--- src/logic/sdtc_pkg.sv ---
package sdtc_pkg;

  // Register byte offsets on the AHB-Lite slave.
  localparam logic [11:0] SDTC_OFS_AREA2   = 12'h000;
  localparam logic [11:0] SDTC_OFS_AREA3   = 12'h004;
  localparam logic [11:0] SDTC_OFS_CMD     = 12'h008;
  localparam logic [11:0] SDTC_OFS_STATUS  = 12'h00c;

  // Field positions.
  localparam int SDTC_LAT_LSB   = 7;
  localparam int SDTC_RCD_LSB   = 10;
  localparam int SDTC_RP_LSB    = 13;
  localparam int SDTC_FIXED_ONE = 10;

  // Reset values of the fields.
  localparam logic [1:0] SDTC_LAT_RST = 2'h2;
  localparam logic [1:0] SDTC_RP_RST  = 2'h0;
  localparam logic [1:0] SDTC_RCD_RST = 2'h0;

  // Latency codes that software may program.
  localparam logic [1:0] SDTC_LAT_2 = 2'h1;
  localparam logic [1:0] SDTC_LAT_3 = 2'h2;

  // Command codes of the command-port register.
  typedef enum logic [1:0] {
    SDTC_CMD_NONE,
    SDTC_CMD_ACT,
    SDTC_CMD_ACCESS,
    SDTC_CMD_PRE
  } sdtc_cmd_t;

endpackage

--- src/logic/sdtc_cfg_if.sv ---
`timescale 1ns/100ps
interface sdtc_cfg_if;
  logic [1:0] area2_latency;
  logic [1:0] area3_latency;
  logic [1:0] precharge_to_activate;
  logic [1:0] activate_to_access;

  modport src (output area2_latency, output area3_latency, output precharge_to_activate, output activate_to_access);
  modport snk (input area2_latency, input area3_latency, input precharge_to_activate, input activate_to_access);
endinterface

--- src/logic/sdtc_top.sv ---
// Functional notes
// - Area2 reserved bits read zero, write zero.
// - Area2 bit 10 always reads one.
// - Area2 latency code 01=2, 10=3 cycles.
// - Area3 latency code 01=2, 10=3 cycles.
// - Precharge to activate spacing 1..4 cycles.
// - Activate to access spacing 1..4 cycles.
// - Shared spacing fields serve both areas.
// - Area3 reserved bits read zero, write zero.
//
// The implementer's own choices: the AHB-Lite slave port and the register offsets.
`timescale 1ns/100ps
module sdtc_top
  import sdtc_pkg::*;
(
  input  wire logic        i_core_clk,
  input  wire logic        i_rst_n,
  input  wire logic        i_hsel,
  input  wire logic [11:0] i_haddr,
  input  wire logic [1:0]  i_htrans,
  input  wire logic        i_hwrite,
  input  wire logic [2:0]  i_hsize,
  input  wire logic [31:0] i_hwdata,
  input  wire logic        i_hready,
  output logic [31:0]      o_hrdata,
  output logic             o_hreadyout,
  output logic             o_hresp,
  output logic [1:0]       o_area2_latency,
  output logic [1:0]       o_area3_latency,
  output logic [1:0]       o_precharge_to_activate,
  output logic [1:0]       o_activate_to_access
);

  sdtc_cfg_if cfg_bus ();

  logic [1:0]  area2_lat_ff;
  logic [1:0]  area3_lat_ff;
  logic [1:0]  rp_ff;
  logic [1:0]  rcd_ff;
  logic        wr_pend_ff;
  logic [11:0] wr_addr_ff;
  logic [31:0] hrdata_ff;
  logic [1:0]  cmd_ff;
  logic        cmd_area3_ff;
  logic        cmd_ok_ff;
  logic        rstrobe_ff;
  logic [7:0]  refused_cnt_ff;
  logic [1:0]  o_lat2_ff;
  logic [1:0]  o_lat3_ff;
  logic [1:0]  o_rp_ff;
  logic [1:0]  o_rcd_ff;
  logic        addr_valid;
  logic        rd_req;
  logic        wr_req;
  logic [31:0] area2_view;
  logic [31:0] area3_view;
  logic [31:0] status_view;
  logic [31:0] nxt_hrdata;
  logic        cmd_ok;
  logic        rdata_strobe;
  sdtc_cmd_t   cmd_now;

  // Address phase decode.
  assign addr_valid = i_hsel && i_hready && i_htrans[1];
  assign rd_req     = addr_valid && !i_hwrite;
  assign wr_req     = addr_valid && i_hwrite;

  // Read views: fixed one at area2 bit 10, reserved bits zero.
  assign area2_view = (32'h1 << SDTC_FIXED_ONE)
                    | ({30'h0, area2_lat_ff} << SDTC_LAT_LSB);
  assign area3_view = ({30'h0, rp_ff} << SDTC_RP_LSB)
                    | ({30'h0, rcd_ff} << SDTC_RCD_LSB)
                    | ({30'h0, area3_lat_ff} << SDTC_LAT_LSB);
  assign status_view = {22'h0, refused_cnt_ff, cmd_ok_ff, rstrobe_ff};

  // Read mux; unmapped offsets read zero.
  assign nxt_hrdata = (i_haddr == SDTC_OFS_AREA2)  ? area2_view :
                      (i_haddr == SDTC_OFS_AREA3)  ? area3_view :
                      (i_haddr == SDTC_OFS_STATUS) ? status_view : 32'h0;

  assign cmd_now = sdtc_cmd_t'(cmd_ff);

  // Configuration carried to the spacing engine.
  assign cfg_bus.area2_latency         = area2_lat_ff;
  assign cfg_bus.area3_latency         = area3_lat_ff;
  assign cfg_bus.precharge_to_activate = rp_ff;
  assign cfg_bus.activate_to_access    = rcd_ff;

  sdtc_spacing u_spacing (
    .i_core_clk     (i_core_clk),
    .i_rst_n        (i_rst_n),
    .cfg            (cfg_bus),
    .i_cmd          (cmd_now),
    .i_area3        (cmd_area3_ff),
    .o_cmd_ok       (cmd_ok),
    .o_rdata_strobe (rdata_strobe)
  );

  // Bus slave: address capture and read data register.
  always_ff @(posedge i_core_clk) begin
    if (!i_rst_n) begin
      wr_pend_ff <= 1'b0;
      wr_addr_ff <= 12'h0;
      hrdata_ff  <= 32'h0;
    end else begin
      wr_pend_ff <= wr_req;
      if (wr_req) begin
        wr_addr_ff <= i_haddr;
      end
      if (rd_req) begin
        hrdata_ff <= nxt_hrdata;
      end
    end
  end

  // Register writes; only the writable fields store, the rest is dropped.
  always_ff @(posedge i_core_clk) begin
    if (!i_rst_n) begin
      area2_lat_ff <= SDTC_LAT_RST;
      area3_lat_ff <= SDTC_LAT_RST;
      rp_ff        <= SDTC_RP_RST;
      rcd_ff       <= SDTC_RCD_RST;
    end else if (wr_pend_ff) begin
      if (wr_addr_ff == SDTC_OFS_AREA2) begin
        area2_lat_ff <= i_hwdata[SDTC_LAT_LSB +: 2];
      end
      if (wr_addr_ff == SDTC_OFS_AREA3) begin
        area3_lat_ff <= i_hwdata[SDTC_LAT_LSB +: 2];
        rp_ff        <= i_hwdata[SDTC_RP_LSB +: 2];
        rcd_ff       <= i_hwdata[SDTC_RCD_LSB +: 2];
      end
    end
  end

  // Command port: a write presents one command for one cycle.
  always_ff @(posedge i_core_clk) begin
    if (!i_rst_n) begin
      cmd_ff         <= 2'h0;
      cmd_area3_ff   <= 1'b0;
      cmd_ok_ff      <= 1'b0;
      rstrobe_ff     <= 1'b0;
      refused_cnt_ff <= 8'h0;
    end else begin
      if (wr_pend_ff && (wr_addr_ff == SDTC_OFS_CMD)) begin
        cmd_ff       <= i_hwdata[1:0];
        cmd_area3_ff <= i_hwdata[4];
      end else begin
        cmd_ff <= 2'h0;
      end
      if (cmd_now != SDTC_CMD_NONE) begin
        cmd_ok_ff <= cmd_ok;
        if (!cmd_ok) begin
          refused_cnt_ff <= refused_cnt_ff + 8'h1;
        end
      end
      if (rdata_strobe) begin
        rstrobe_ff <= ~rstrobe_ff;
      end
    end
  end

  // Registered copies of configuration for the output pins.
  always_ff @(posedge i_core_clk) begin
    if (!i_rst_n) begin
      o_lat2_ff <= SDTC_LAT_RST;
      o_lat3_ff <= SDTC_LAT_RST;
      o_rp_ff   <= SDTC_RP_RST;
      o_rcd_ff  <= SDTC_RCD_RST;
    end else begin
      o_lat2_ff <= area2_lat_ff;
      o_lat3_ff <= area3_lat_ff;
      o_rp_ff   <= rp_ff;
      o_rcd_ff  <= rcd_ff;
    end
  end

  assign o_hrdata                = hrdata_ff;
  assign o_hreadyout             = 1'b1;
  assign o_hresp                 = 1'b0;
  assign o_area2_latency         = o_lat2_ff;
  assign o_area3_latency         = o_lat3_ff;
  assign o_precharge_to_activate = o_rp_ff;
  assign o_activate_to_access    = o_rcd_ff;

endmodule

--- src/logic/sdtc_spacing.sv ---
`timescale 1ns/100ps
module sdtc_spacing
  import sdtc_pkg::*;
(
  input  wire logic       i_core_clk,
  input  wire logic       i_rst_n,
  sdtc_cfg_if.snk         cfg,
  input  wire sdtc_cmd_t  i_cmd,
  input  wire logic       i_area3,
  output logic            o_cmd_ok,
  output logic            o_rdata_strobe
);

  logic [2:0] rp_cnt_ff;
  logic [2:0] rcd_cnt_ff;
  logic [3:0] lat_pipe_ff;
  logic [1:0] lat_code;
  logic [2:0] nxt_rp_cnt;
  logic [2:0] nxt_rcd_cnt;
  logic       is_act;
  logic       is_acc;
  logic       is_pre;

  assign is_act = (i_cmd == SDTC_CMD_ACT);
  assign is_acc = (i_cmd == SDTC_CMD_ACCESS);
  assign is_pre = (i_cmd == SDTC_CMD_PRE);

  // An activate or access is allowed only when its spacing counter has run out; a precharge is always allowed.
  assign o_cmd_ok = is_act ? (rp_cnt_ff == 3'h0) :
                    is_acc ? (rcd_cnt_ff == 3'h0) : 1'b1;

  // Spacing loads the code, so the next command may follow code+1 cycles later; the shared fields serve both areas.
  assign nxt_rp_cnt  = (is_pre && o_cmd_ok) ? {1'b0, cfg.precharge_to_activate} :
                       (rp_cnt_ff != 3'h0) ? rp_cnt_ff - 3'h1 : 3'h0;
  assign nxt_rcd_cnt = (is_act && o_cmd_ok) ? {1'b0, cfg.activate_to_access} :
                       (rcd_cnt_ff != 3'h0) ? rcd_cnt_ff - 3'h1 : 3'h0;

  // The accessed area picks its own read latency.
  assign lat_code = i_area3 ? cfg.area3_latency : cfg.area2_latency;

  // Read data strobe fires exactly latency cycles after the access command.
  assign o_rdata_strobe = lat_pipe_ff[0];

  // Counters and latency shift line.
  always_ff @(posedge i_core_clk) begin
    if (!i_rst_n) begin
      rp_cnt_ff   <= 3'h0;
      rcd_cnt_ff  <= 3'h0;
      lat_pipe_ff <= 4'h0;
    end else begin
      rp_cnt_ff   <= nxt_rp_cnt;
      rcd_cnt_ff  <= nxt_rcd_cnt;
      lat_pipe_ff <= {1'b0, lat_pipe_ff[3:1]};
      if (is_acc && o_cmd_ok) begin
        if (lat_code == SDTC_LAT_2) begin
          lat_pipe_ff[1] <= 1'b1;
        end else begin
          lat_pipe_ff[2] <= 1'b1;
        end
      end
    end
  end

endmodule

--- config.mk ---
export PLATFORM = sky130hd
export DESIGN_NAME = sdtc_top
export DESIGN_NICKNAME = d
export VERILOG_FILES = /design/src/logic/sdtc_pkg.sv /design/src/logic/sdtc_cfg_if.sv /design/src/logic/sdtc_top.sv /design/src/logic/sdtc_spacing.sv
export SDC_FILE = /design/constraint.sdc
export NUM_CORES = 1
export LEC_CHECK = 0
export BUFFER_PORTS_ARGS = -buffer_cell sky130_fd_sc_hd__buf_2
export CORE_AREA = 2 2 85 87
export CTS_CLUSTER_DIAMETER = 120
export CTS_CLUSTER_SIZE = 24
export DETAILED_ROUTE_END_ITERATION = 8
export DIE_AREA = 0 0 87 89
export PLACE_DENSITY = 0.76
export SYNTH_ARGS = -nofsm -noshare
export SYNTH_HDL_FRONTEND = slang
export SYNTH_SLANG_ARGS = --single-unit
--- constraint.sdc ---
create_clock -name i_core_clk -period 2.47 [get_ports i_core_clk]
set_input_delay 0.494 -clock i_core_clk [delete_from_list [all_inputs] [get_ports i_core_clk]]
set_output_delay 0.494 -clock i_core_clk [all_outputs]
set_load 0.005 [all_outputs]
After elaboration in Yosys (flattened, before gate mapping)
Cells that the tools add are included.

storage, ports and cells
  memory bits (writable) = 0
  word-level logic and storage cells = 75
  bits in read-only memories = 0
  memories = 0
  register bits = 84
  input bits = 54
  output and inout bits = 42
  latch bits = 0

operators by class
  $lt $le $gt $ge = 0
  multiplexer cells = 13
  $add $sub $neg = 3
  divide/modulo/power cells = 0
  bitwise operators = 7
  equality and inequality tests = 8
  reductions and logical operators = 22
  shift operators = 0
  multipliers = 0

operator list
  kind                 number
  $mux 15              2
  $eq 12x3->1 const B  2
  $eq 12x4->1 const B  2
  $logic_not 12->1     2
  $or 15x12->15        1
  $or 15x9->15         1
  $mux 2               6
  $mux 10              1
  $add 8x1->8 const B  1
  $logic_and 1x1->1    8
  $reduce_and 2->1     4
  $logic_not 3->1      2
  $reduce_bool 3->1    2
  $reduce_or 3->1      2
  $sub 3x1->3 const B  2
  $not 1->1            5
  $eq 2x1->1 const B   2
  $eq 2x2->1 const B   2
  $mux 1               4
  $reduce_bool 2->1    1
  $logic_not 1->1      1

Longest topological paths before layout
Gate-level depths: netlist of the first run.

  depth in word-level cells = 5
  gate-level depth with buffers = 7
  mapped depth without buffers = 6

Modules after synthesis
Synthesis of the first run repeated with hierarchy kept, for this count alone.

second synthesis, totals
  cell total of the unflattened synthesis = 316
  area, all modules = 2711.4 sq um

by module, submodules not included
  module        cells an instance  times used  area each (sq um)  sequential area each (sq um)
  sdtc_top      269                1           2297.2             1121.1
  sdtc_spacing  47                 1           414.1              180.2

Worst setup path before layout of the first run
Ideal clock, no wire load.

  path kind = input to register
  start point = in i_haddr[3]
  end point = reg hrdata_ff[8] (netlist: o_hrdata[8])
  library setup time = 0.115 ns
  slack = 0.954 ns
  cell stages on the path = 5
  data arrival time = 1.401 ns
  buffers on the path = 1
  required time = 2.355 ns
  cells stage by stage = clkbuf_1 > mux2_2 > a22oi_1 > o21ai_1 > and2_1

between the ends
  longest elaborated chain between the ends = 4
  elaborated cells on any way between the ends = 6
  classes of those cells = 2 x eq/ne; 3 x mux; 1 x reduce/logical

RTL lines
  item                  line             source
  from (decl)           sdtc_top.sv:19   input wire logic [11:0] i_haddr,
  $eq 12x4->1           sdtc_top.sv:79   (i_haddr == SDTC_OFS_STATUS) ? status_view : 32'h0;
  $mux 10               sdtc_top.sv:79
  $mux 15               sdtc_top.sv:78   (i_haddr == SDTC_OFS_AREA3) ? area3_view :
  $mux 15 (*)           sdtc_top.sv:77   assign nxt_hrdata = (i_haddr == SDTC_OFS_AREA2) ? area2_view :
  to (signal assigned)  sdtc_top.sv:111  hrdata_ff <= nxt_hrdata;
  to (decl)             sdtc_top.sv:42   logic [31:0] hrdata_ff;

Every way passes the cells marked *; elsewhere a longest branch is shown, timed or not.
A chain may end at the register's enable or synchronous reset.

Worst setup path in the final report of the first run
  start point = reg u_spacing.rp_cnt_ff[0]
  end point = reg refused_cnt_ff[7]

between the ends
  longest elaborated chain between the ends = 4

RTL lines
  item                        line                source
  from (decl)                 sdtc_spacing.sv:14  logic [2:0] rp_cnt_ff;
  from (signal assigned)      sdtc_spacing.sv:51  rp_cnt_ff <= nxt_rp_cnt;
  $logic_not 3->1             sdtc_spacing.sv:29  assign o_cmd_ok = is_act ? (rp_cnt_ff == 3'h0) :
  $mux 1                      sdtc_spacing.sv:29
  $not 1->1 (no line)         n/a
  $reduce_and 2->1 (no line)  n/a
  to (signal assigned)        sdtc_top.sv:153     refused_cnt_ff <= refused_cnt_ff + 8'h1;
  to (decl)                   sdtc_top.sv:47      logic [7:0] refused_cnt_ff;

No other way between the ends.

==> results of run 1 <==
-- final cells by class --
class	instances	area, um2	area share [%]
clock buffers	10	137.6	4.448
clock inverters	6	57.56	1.860
inverters	8	30.03	0.9705
multi-input cells	202	1212	39.18
flip-flops and latches	65	1301	42.05
well taps	80	100.1	3.235
repair buffers	50	255.2	8.249
-- metal layers --
metal	share of wire, %	up-vias	GRT usage (%)
li1	-	1051	-
met1	42	986	16.97
met2	49	68	24.43
met3	6.4	9	5.725
met4	2.1	0	7.244
met5	0	-	0
-- stage by stage --
stage	utilization (%)	hold WS, ps	cells	instance area, um2	setup slack, ps
floorplan	-	411.9	306	2745	954.2
finish	46.05	364.9	421	3094	778.9
global route	46.05	367.4	421	3094	668.8
global placement	43.15	418.9	405	2899	638.7
detailed placement	43.15	432.4	405	2899	594.3
CTS	46.05	354.9	421	3094	778.2
-- worst max-delay path by stage --
stage / startpoint / depth (start not counted) / slack [ps] / endpoint
floorplan: i_haddr[3] / 5 / 950 / o_hrdata[8]
detailed placement: i_hwrite / 5 / 590 / o_hrdata[4]
CTS: u_spacing.rp_cnt_ff[0] / 6 / 780 / refused_cnt_ff[7]
global placement: i_hwrite / 5 / 640 / o_hrdata[3]
global route: u_spacing.rp_cnt_ff[0] / 6 / 670 / refused_cnt_ff[7]
finish: u_spacing.rp_cnt_ff[0] / 6 / 780 / refused_cnt_ff[7]
-- flip-flops by register name (all words and copies together), names as in the netlist --
name                           flops
cfg_bus.precharge_to_activate      2
u_spacing.rp_cnt_ff                3
cmd_ok_ff                          1
cmd_area3_ff                       1
wr_pend_ff                         1
cfg_bus.activate_to_access         2
o_activate_to_access               2
refused_cnt_ff                     8
rstrobe_ff                         1
u_spacing.lat_pipe_ff              3
area3_lat_ff                       2
u_spacing.rcd_cnt_ff               3
o_area3_latency                    2
o_area2_latency                    2
o_hrdata                          14
area2_lat_ff                       2
o_precharge_to_activate            2
cmd_ff                             2
wr_addr_ff                        12
-- power groups by stage --
stage | logic (W) | registers (W) | clock network [W]
finish | 0.000179 | 0.00109 | 0.000885
floorplan | 0.000149 | 0.00111 | 0
detailed placement | 0.000180 | 0.00111 | 0
global placement | 0.000173 | 0.00111 | 0
CTS | 0.000180 | 0.00109 | 0.000905
global route | 0.000210 | 0.00109 | 0.000952
-- critical path, cell delays in order (launching register included) --
cell	delay [ps]
dfxtp_1	350
nor2_1	70
ha_1	220
nor2_1	170
a22oi_4	150
or4_1	530
a21oi_1	140
-- cell families (layout without fill, tap and decap cells) --
| logic type | Yosys count | after routing | share of synthesized area [%] |
|---|---|---|---|
| AND/OR/NAND/NOR | 116 | 116 | 24.44 |
| flip-flops | 65 | 65 | 48.60 |
| AO/OA/AOI/OAI | 55 | 55 | 13.74 |
| buffers and inverters | 39 | 74 | 8.645 |
| multiplexers | 7 | 7 | 2.710 |
| adder cells (fa/ha/maj) | 2 | 2 | 0.9344 |
| other | 2 | 20 | 0.2805 |
| XOR/XNOR | 2 | 2 | 0.6543 |
-- synthesized netlist by cell type, drive strengths merged --
| master | count |
|---|---|
| dfxtp | 65 |
| nand2 | 47 |
| buf | 23 |
| a21oi | 20 |
| nor2 | 19 |
| o21ai | 12 |
| a22o | 11 |
| and2 | 9 |
| clkbuf | 8 |
| inv | 8 |
| nand4 | 6 |
| nor3 | 6 |
| mux2i | 5 |
| nand2b | 4 |
| nand3 | 4 |
| nor2b | 4 |
| nor4 | 4 |
| or3 | 4 |
| a22oi | 3 |
| conb | 2 |
| ha | 2 |
| mux2 | 2 |
| nand4b | 2 |
| nor4b | 2 |
| o31ai | 2 |
| or4 | 2 |
| a211o | 1 |
| a221oi | 1 |
| a31oi | 1 |
| and3 | 1 |
| and3b | 1 |
| and4 | 1 |
| o21a | 1 |
| o311a | 1 |
| o31a | 1 |
| o32a | 1 |
| xnor2 | 1 |
| xor2 | 1 |
==> key figures, run 1 <==
Die
  • DIE AREA: 7743 um2
  • Area of the core: 6719 um2
  • Row count: 30
  • Ports: 96
  • Initial Utilization: 39.85%
  • Die width: 87 um
  • Die Span Y: 89 um

Power
  • Sequential Power Share: 50.5%
  • Clock power frac: 41.1%
  • Comb pwr share: 8.3%
  • Sw Pwr: 0.0005238 W
  • Internal power: 0.001627 W
  • VDD IR max: 0.0002971 V
  • PD cells: 695.1 nW/um2
  • Leak: 1.319 nW
  • Sw Ratio: 24.36%
  • Total power: 0.002151 W

Synth
  • Mapped Cells: 288
  • Seq/Total Area, Yosys: 48.60%
  • Avg Inst Size Synth: 9.297 um2
  • Seq cells post-synth: 65
  • Yosys cell types: 52
  • Top cell type's share of synthesized area: 48.60%
  • Area contributors post-synth: dfxtp_1, nand2_1, buf_4
  • Post-Syn Area: 2678 um2
  • Synth warnings: 0
  • Yosys top cell by area: dfxtp_1

STA
  • Slew Viols, Final: 0
  • Final min period: 1691 ps
  • Slew @ Worst Pin: 561.4 ps
  • Slew HR: 62.23%
  • Unrepaired setup endpoints after global routing: false
  • Fmax: 0.5913 GHz
  • Final Hold Fails: 0
  • Clk_skew: 7.846 ps
  • Tcrit/Tclk final: 68.46%
  • Setup TNS: 0 ps
  • Final setup fails: 0

Critical path
  • Crit end category: register
  • Flop-to-flop setup slack: 780 ps
  • WP data required: 2740 ps
  • Crit path DAT: 1960 ps
  • Crit-path max FO: 14
  • Critical path launch point type: register
  • R2R cell count: 6
  • R2R Path Start: u_spacing.rp_cnt_ff[0]
  • Worst r2r dst: refused_cnt_ff[7]
  • Crit Path Class: reg -> reg

Routing
  • Post-route DRC: 0
  • Routed Wire Length: 5.399 mm
  • Vias per Instance: 5.021
  • Final ANT Viol Nets: 0
  • Drt wl/cell: 12.82 um
  • Vias: 2114
  • DR iter-0 viols: 100
  • First-pass DRT Iterations: 4

Clock tree
  • H-tree Lvls: 3
  • Clk buf depth: 2
  • CTS tree: built
  • Number of gates resized after cts: 0
  • CTS Buf Count: 9
  • Post-CTS setup buffers: 0
  • Post-CTS Hold Buffers: 0
  • Clock root buffer: clkbuf_8
  • Clock sink count: 65
  • CTS clk-pin slew, worst paths: 70 ps
  • Clock latency on the worst-skew pair: 340 ps

Global routing
  • Vias in the first global route: 1981
  • Grt ovf: 0
  • First-pass GRT wire length: 8.714 mm
  • Largest net degree at the start of global routing: 33
  • GRT Total Usage: 14.85%
  • Initial antenna violation count: 0

Hold path
  • Worst hold path endpoint: cmd_ff[0]
  • Min-delay src: i_hwdata[0]
  • Worst hold-check path type: in -> reg
  • Hold Crit Depth: 2

Layout
  • Fillers: 640
  • Commonest non-fill, non-tap cells in the layout: dfxtp_1, buf_2, nand2_1
  • Number of diodes: 0
  • Share of cells above drive strength 1: 23.75%
  • Commonest non-fill, non-tap cell in the layout: dfxtp_1
  • Nets: 392
  • Layout area overhead: 15.56%

Status
  • Outcome: completed

Placed design
  • PortBufs: 48
  • Dpl hpwl: 3.919 mm
  • Placer Congestion: 0.7755

Run
  • Max-cap violations: 0
Note: power is estimated with default switching activity, not from simulation.
==> run 2: changes to the inputs <==
--- a/config.mk
+++ b/config.mk
@@ -11,7 +11,7 @@
 export CTS_CLUSTER_SIZE = 24
 export DETAILED_ROUTE_END_ITERATION = 8
 export DIE_AREA = 0 0 87 89
-export PLACE_DENSITY = 0.76
+export PLACE_DENSITY = 0.78
 export SYNTH_ARGS = -nofsm -noshare
 export SYNTH_HDL_FRONTEND = slang
 export SYNTH_SLANG_ARGS = --single-unit
==> constraint.sdc (replaced) <==
create_clock -name i_core_clk -period 1.35 [get_ports i_core_clk]
set_input_delay 0.27 -clock i_core_clk [delete_from_list [all_inputs] [get_ports i_core_clk]]
set_output_delay 0.27 -clock i_core_clk [all_outputs]
set_load 0.005 [all_outputs]
==> run 2 against run 1 <==
The run now ends with negative setup slack left. Flip-flop and latch count unchanged. Highest routed layer unchanged. Critical path type unchanged. Clock skew is essentially flat. Via count up 5.5%. Hold slack got worse by 210 ps. Clock-buffer cell count is the same. Largest cell class unchanged. Utilization increased by 4.3 points. Non-clock buffer count increased by 26. Setup slack worse by 880 ps.
==> key figures, run 2 (synthesis gave the netlist of run 1 again) <==
Status
  • Outcome: finished, violations left
  • Failing checks: negative setup slack

Critical path
  • Slowest cell on the critical path: dfxtp_2
  • Worst r2r dst: refused_cnt_ff[1]
  • WP data required: 1590 ps
  • Crit end category: register
  • Flop-to-flop setup slack: -110 ps
  • Crit Path Class: reg -> reg
  • Slowest Stage Delay on Critical Path: 340 ps
  • Critical path, cell by cell: nor2_4, ha_4, nor2_4, buf_4, a22oi_2, buf_6, mux2i_1, nor2_1
  • Critical path launch point type: register
  • R2R Path Start: u_spacing.rp_cnt_ff[1]
  • Setup crit start: u_spacing.rp_cnt_ff[1]
  • CP Capture Point: refused_cnt_ff[1]
  • Crit-path max FO: 6
  • R2R cell count: 8
  • Crit path top cell by count: nor2_4
  • Crit path DAT: 1690 ps

Die
  • Initial Utilization: 39.85%
  • Row count: 30
  • Die Span Y: 89 um
  • Die width: 87 um
  • Area of the core: 6719 um2
  • DIE AREA: 7743 um2
  • Ports: 96

Placed design
  • Placer Congestion: 0.8005
  • PortBufs: 48
  • Placed Cells: 427
  • Dpl hpwl: 4.085 mm

Global routing
  • GRT Total Usage: 16.34%
  • First-pass GRT wire length: 9.694 mm
  • Initial antenna violation count: 0
  • Vias in the first global route: 2122
  • Largest net degree at the start of global routing: 17
  • Grt ovf: 0

STA
  • Slew Viols, Final: 0
  • Unrepaired setup endpoints after global routing: true
  • Final Hold Fails: 0
  • Tcrit/Tclk final: 107.8%
  • Final setup fails: 8
  • Setup WS post-layout: -105.6 ps
  • Hold_ws: 159.2 ps
  • Final min period: 1456 ps
  • Fmax: 0.6870 GHz
  • Clk_skew: 8.207 ps

Clock tree
  • Clk buf depth: 2
  • Clock latency on the worst-skew pair: 340 ps
  • CTS clk-pin slew, worst paths: 70 ps
  • Clock root buffer: clkbuf_8
  • CTS tree: built
  • Post-CTS Hold Buffers: 0
  • Clock sink count: 65
  • CTS Buf Count: 9
  • H-tree Lvls: 3

Layout
  • Number of diodes: 0
  • Cell Count, Final, Fillers Out: 446
  • Storage cell area: 1308 um2
  • Max reg flops: 14
  • Commonest non-fill, non-tap cell in the layout: dfxtp_1
  • Nets: 419
  • Area taken by multi-input logic gates: 1290 um2
  • Layout area overhead: 26.26%
  • Share of cells above drive strength 1: 32.51%
  • Commonest non-fill, non-tap cells in the layout: dfxtp_1, buf_2, nand2_1
  • Fillers: 608

Hold path
  • Hold Crit Depth: 2
  • Worst hold-check path type: in -> reg

Routing
  • Met1 WL: 2.429 mm
  • Drt wl/cell: 13.20 um
  • Metal3 WL: 312 um
  • Highest routed metal layer: met4
  • Vias per Instance: 5.002
  • Vias: 2231
  • First-pass DRT Iterations: 5
  • DR iter-0 viols: 100
  • Metal2 WL: 3.038 mm
  • Routed Wire Length: 5.886 mm
  • Final ANT Viol Nets: 0
  • Post-route DRC: 0

Run
  • Max-cap violations: 0

Power
  • VDD IR max: 0.0006191 V
  • PD cells: 1237 nW/um2
  • Leak: 1.469 nW
[run 2: cell count changes in the layout (fill, tap and decap cells not counted), moves of 2 or more]
cell,change
a21oi_2,+2
nor2_4,+2
buf_6,+2
nor2_1,-2
or3_2,-2
dfxtp_2,+5
or3_4,+2
dfxtp_1,-5
buf_4,+23
a21oi_1,-2
[run 2: repair_timing]
action / 4_1_cts / 5_1_grt
setup endpoints to repair: 18 / 21
resized for setup: 9 / 6
setup buffers: 4 / 1
cloned: 1 / 0
hold endpoints to repair: 0 / 0
pin swaps: 7 / 9
[run 2: critical path, delay by kind of cell, from the launching register on]
kind / cells / cell delay [ps]
AOI/OAI and AO/OA: 1 / 170
and+or+nand+nor: 3 / 230
adders and majority gates: 1 / 160
buffers and inverters: 2 / 290
muxes: 1 / 180
DFF: 1 / 340
[run 2: power breakdown]
part | total (W) | switching [W] | internal (W)
Sequential | 0.00201 | 0.0000376 | 0.00197
Clock | 0.00156 | 0.000693 | 0.000872
Combinational | 0.000610 | 0.000304 | 0.000306
[run 2: final cells by class]
type | instances | share of cell area, %
well taps | 80 | 2.961
inverters | 8 | 0.8882
flip-flops and latches | 65 | 38.67
clock buffers | 10 | 4.071
clock inverters | 4 | 1.332
multi-input cells | 203 | 38.16
repair buffers | 76 | 13.92
[run 2: how the worst min path moves through the flow]
stage | from | endpoint | slack (ps)
2_1_floorplan | i_rst_n | o_area3_latency[1] | 360
3_3_place_gp | u_spacing.lat_pipe_ff[1] | u_spacing.lat_pipe_ff[0] | 420
3_5_place_dp | u_spacing.lat_pipe_ff[1] | u_spacing.lat_pipe_ff[0] | 430
4_1_cts | i_hwdata[1] | cmd_ff[1] | 160
5_1_grt | i_hwdata[0] | cmd_ff[0] | 160
6_report | i_hwdata[0] | cmd_ff[0] | 160
[run 2: through the flow]
| step | utilization (%) | TNS, ps | total power (W) | worst slack, ps | area, um2 |
|---|---|---|---|---|---|
| after floorplan | - | -116.0 | 0.002361 | -40.22 | 2760 |
| after detailed placement | 46.01 | -2438 | 0.002513 | -153.1 | 3092 |
| after global routing | 50.32 | -1460 | 0.004372 | -156.0 | 3381 |
| after global placement | 46.01 | -1941 | 0.002486 | -125.1 | 3092 |
| final | 50.32 | -434.2 | 0.004183 | -105.6 | 3381 |
| after CTS | 49.98 | -443.5 | 0.004197 | -99.49 | 3358 |
[run 2: routing by layer]
metal  GRT usage (%)  up-vias
li1                -     1108
met1           18.31     1045
met2           28.94       68
met3           4.524       10
met4           7.386        0
met5               0        -
==> run 3: changes to the inputs <==
--- a/config.mk
+++ b/config.mk
@@ -6,12 +6,15 @@
 export NUM_CORES = 1
 export LEC_CHECK = 0
 export BUFFER_PORTS_ARGS = -buffer_cell sky130_fd_sc_hd__buf_2
-export CORE_AREA = 2 2 85 87
+export CORE_AREA = 2 2 86 88
 export CTS_CLUSTER_DIAMETER = 120
 export CTS_CLUSTER_SIZE = 24
 export DETAILED_ROUTE_END_ITERATION = 8
-export DIE_AREA = 0 0 87 89
-export PLACE_DENSITY = 0.78
+export DIE_AREA = 0 0 88 90
+export HOLD_SLACK_MARGIN = 0.06
+export PLACE_DENSITY = 0.77
+export SETUP_SLACK_MARGIN = 0.4
 export SYNTH_ARGS = -nofsm -noshare
 export SYNTH_HDL_FRONTEND = slang
+export SYNTH_HIERARCHICAL = 1
 export SYNTH_SLANG_ARGS = --single-unit
==> run 3 against run 2 <==
The flow still finishes with violations (negative setup slack). Clock-buffer cell count increased by 3. Critical path depth decreased by 1. Cell area increased by 14%. Clock power increased by 3%. Sequential power increased by 3%. Register-to-register slack got worse by 220 ps. Wire length increased by 8.8%. Critical endpoint is now refused_cnt_ff[5]. Largest cell class is now multi-input combinational cells. Largest power group unchanged.
==> key figures, run 3 <==
Status
  • Outcome: finished, violations left
  • Failing checks: negative setup slack

Clock tree
  • Clk buf depth: 2
  • Clock root buffer: clkbuf_8
  • CTS clk-pin slew, worst paths: 70 ps
  • Clock sink count: 65
  • CTS tree: built
  • CTS Buf Count: 9
  • Post-CTS Hold Buffers: 0
  • Clock latency on the worst-skew pair: 350 ps
  • H-tree Lvls: 3

Synth
  • Avg Inst Size Synth: 8.580 um2
  • Commonest cells in the netlist: dfxtp_1, nand2_1, buf_4
  • Most frequent cell after synthesis: dfxtp_1
  • Post-synthesis async set-or-reset flop share: 0%
  • Area contributors post-synth: dfxtp_1, nand2_1, buf_4
  • Yosys cell types: 40
  • Mapped Cells: 316
  • Synth warnings: 6
  • Post-synth EDFFs: 0
  • Top cell type's share of synthesized area: 47.99%
  • Prevailing post-synth register cell: dfxtp_1
  • Seq/Total Area, Yosys: 47.99%
  • Post-Syn Area: 2711 um2
  • Yosys top cell by area: dfxtp_1
  • Seq cells post-synth: 65

Power
  • Internal power: 0.003539 W
  • Total power: 0.004805 W
  • Clock power frac: 33.2%
  • PD cells: 1248 nW/um2
  • Leak: 1.608 nW
  • Sequential Power Share: 43.3%
  • Comb pwr share: 23.5%
  • Sw Pwr: 0.001266 W
  • Sw Ratio: 26.34%
  • VDD IR max: 0.0006068 V

Critical path
  • Crit-path max FO: 4
  • Crit path DAT: 1950 ps
  • R2R Path Start: u_spacing/rcd_cnt_ff[1]
  • Critical path launch point type: register
  • Crit end category: register
  • Crit Path Class: reg -> reg
  • WP data required: 1630 ps
  • Setup crit start: u_spacing/rcd_cnt_ff[1]

STA
  • Slew Viols, Final: 0
  • Final Hold Fails: 0
  • Final setup fails: 19
  • Tcrit/Tclk final: 123.8%
  • Clk_skew: 5.825 ps
  • Unrepaired setup endpoints after global routing: true
  • Final min period: 1671 ps
  • Fmax: 0.5984 GHz
  • Setup WS post-layout: -321.2 ps

Placed design
  • Post-Place Setup Slack: -342.9 ps
  • Placer Congestion: 0.8055
  • Dpl hpwl: 4.348 mm
  • PortBufs: 48

Routing
  • Drt wl/cell: 12.76 um
  • DR iter-0 viols: 138
  • Post-route DRC: 0
  • First-pass DRT Iterations: 4
  • Final ANT Viol Nets: 0
  • Vias per Instance: 4.701
  • Vias: 2360
  • Routed Wire Length: 6.405 mm

Die
  • DIE AREA: 7920 um2
  • Area of the core: 7020 um2
  • Die width: 88 um
  • Die Span Y: 90 um
  • Initial Utilization: 38.62%
  • Ports: 96
  • Row count: 31

Layout
  • Share of cells above drive strength 1: 42.18%
  • Max reg flops: 14
  • Number of diodes: 0
  • Commonest non-fill, non-tap cell in the layout: nand2_1
  • Layout area overhead: 41.95%
  • Nets: 455
  • Commonest non-fill, non-tap cells in the layout: nand2_1, dfxtp_1, buf_2
  • Fillers: 617

Global routing
  • Initial antenna violation count: 0
  • Met1 usage in global routing: 19.07%
  • Vias in the first global route: 2246
  • Busiest grt layer: met2
  • Largest net degree at the start of global routing: 44
  • Met3 Use GR: 5.693%
  • First-pass GRT wire length: 10.08 mm
  • Grt ovf: 0
  • GRT Total Usage: 16.55%
  • Met2 usage: 27.40%

Hold path
  • Min-delay src: i_haddr[4]
  • Worst hold-check path type: in -> reg

Run
  • Max-cap violations: 0
run 3: power by group through the flow:
stage                     sequential, W  clock, W  combinational, W
after floorplan                 0.00209         0          0.000445
after global placement          0.00209         0          0.000637
after detailed placement        0.00210         0          0.000668
after CTS                       0.00206   0.00165          0.000980
after global routing            0.00209   0.00172           0.00123
final                           0.00208   0.00160           0.00113
run 3: worst paths after layout:
| kind | endpoint | slack [ps] | cells after the start |
|---|---|---|---|
| worst max-delay path | refused_cnt_ff[5] | -320 | 7 |
| worst min-delay path | wr_addr_ff[4] | 160 | 3 |
| worst max register to register | refused_cnt_ff[5] | -320 | 7 |
| worst min register to register | u_spacing/lat_pipe_ff[0] | 450 | 1 |
run 3: layout make-up:
cell class	count	area (um2)	share of cell area [%]
multi-input cells	219	1475	38.33
clock buffers	13	148.9	3.869
well taps	99	123.9	3.218
inverters	18	68.82	1.788
flip-flops and latches	65	1339	34.79
clock inverters	3	40.04	1.040
repair buffers	85	653.1	16.97
run 3: routing by layer:
metal,up-vias,share of wire [%],wire length (um)
met5,-,0,0
met4,0,2.0,125
met3,13,4.8,306
met2,72,51,3251
met1,1088,42,2722
li1,1187,-,-
run 3: stage by stage:
| step | instance area, um2 | hold WS, ps | instances | utilization, % | setup TNS [ps] |
|---|---|---|---|---|---|
| 2_1_floorplan | 2888 | 372.4 | 334 | - | -3550 |
| 3_3_place_gp | 3217 | 428.3 | 472 | 45.82 | -4586 |
| 3_5_place_dp | 3217 | 435.1 | 472 | 45.82 | -5669 |
| 4_1_cts | 3672 | 138.3 | 499 | 52.31 | -4345 |
| 5_1_grt | 3849 | 156.7 | 502 | 54.82 | -5793 |
| 6_report | 3849 | 158.2 | 502 | 54.82 | -4549 |
run 3: cells by family (layout without fill, tap and decap cells):
family                     Yosys count  after routing  synth area share, %
and+or+nand+nor                    133            133                24.64
DFF                                 65             65                47.99
buffers and inverters               50            119                9.690
AOI/OAI and AO/OA                   44             44                8.998
muxes                               17             17                6.368
adders and majority gates            3              3                1.385
other                                2             20               0.2770
xor gates and xnor gates             2              2               0.6462
run 3: worst max-delay path, cell delays in order (launching register included):
cell      delay (ps)
dfxtp_2          350
nor2_4            50
ha_4             150
nor3b_2          170
nor2_1            80
o21bai_4         190
or4_4            490
a21oi_2          130
run 3: repair_timing:
item	in CTS	in global routing
endpoints found under the setup margin	64	58
buffers inserted	10	3
cloned	1	0
resized for setup	52	36
pin swaps	17	10
hold endpoints to repair	0	0
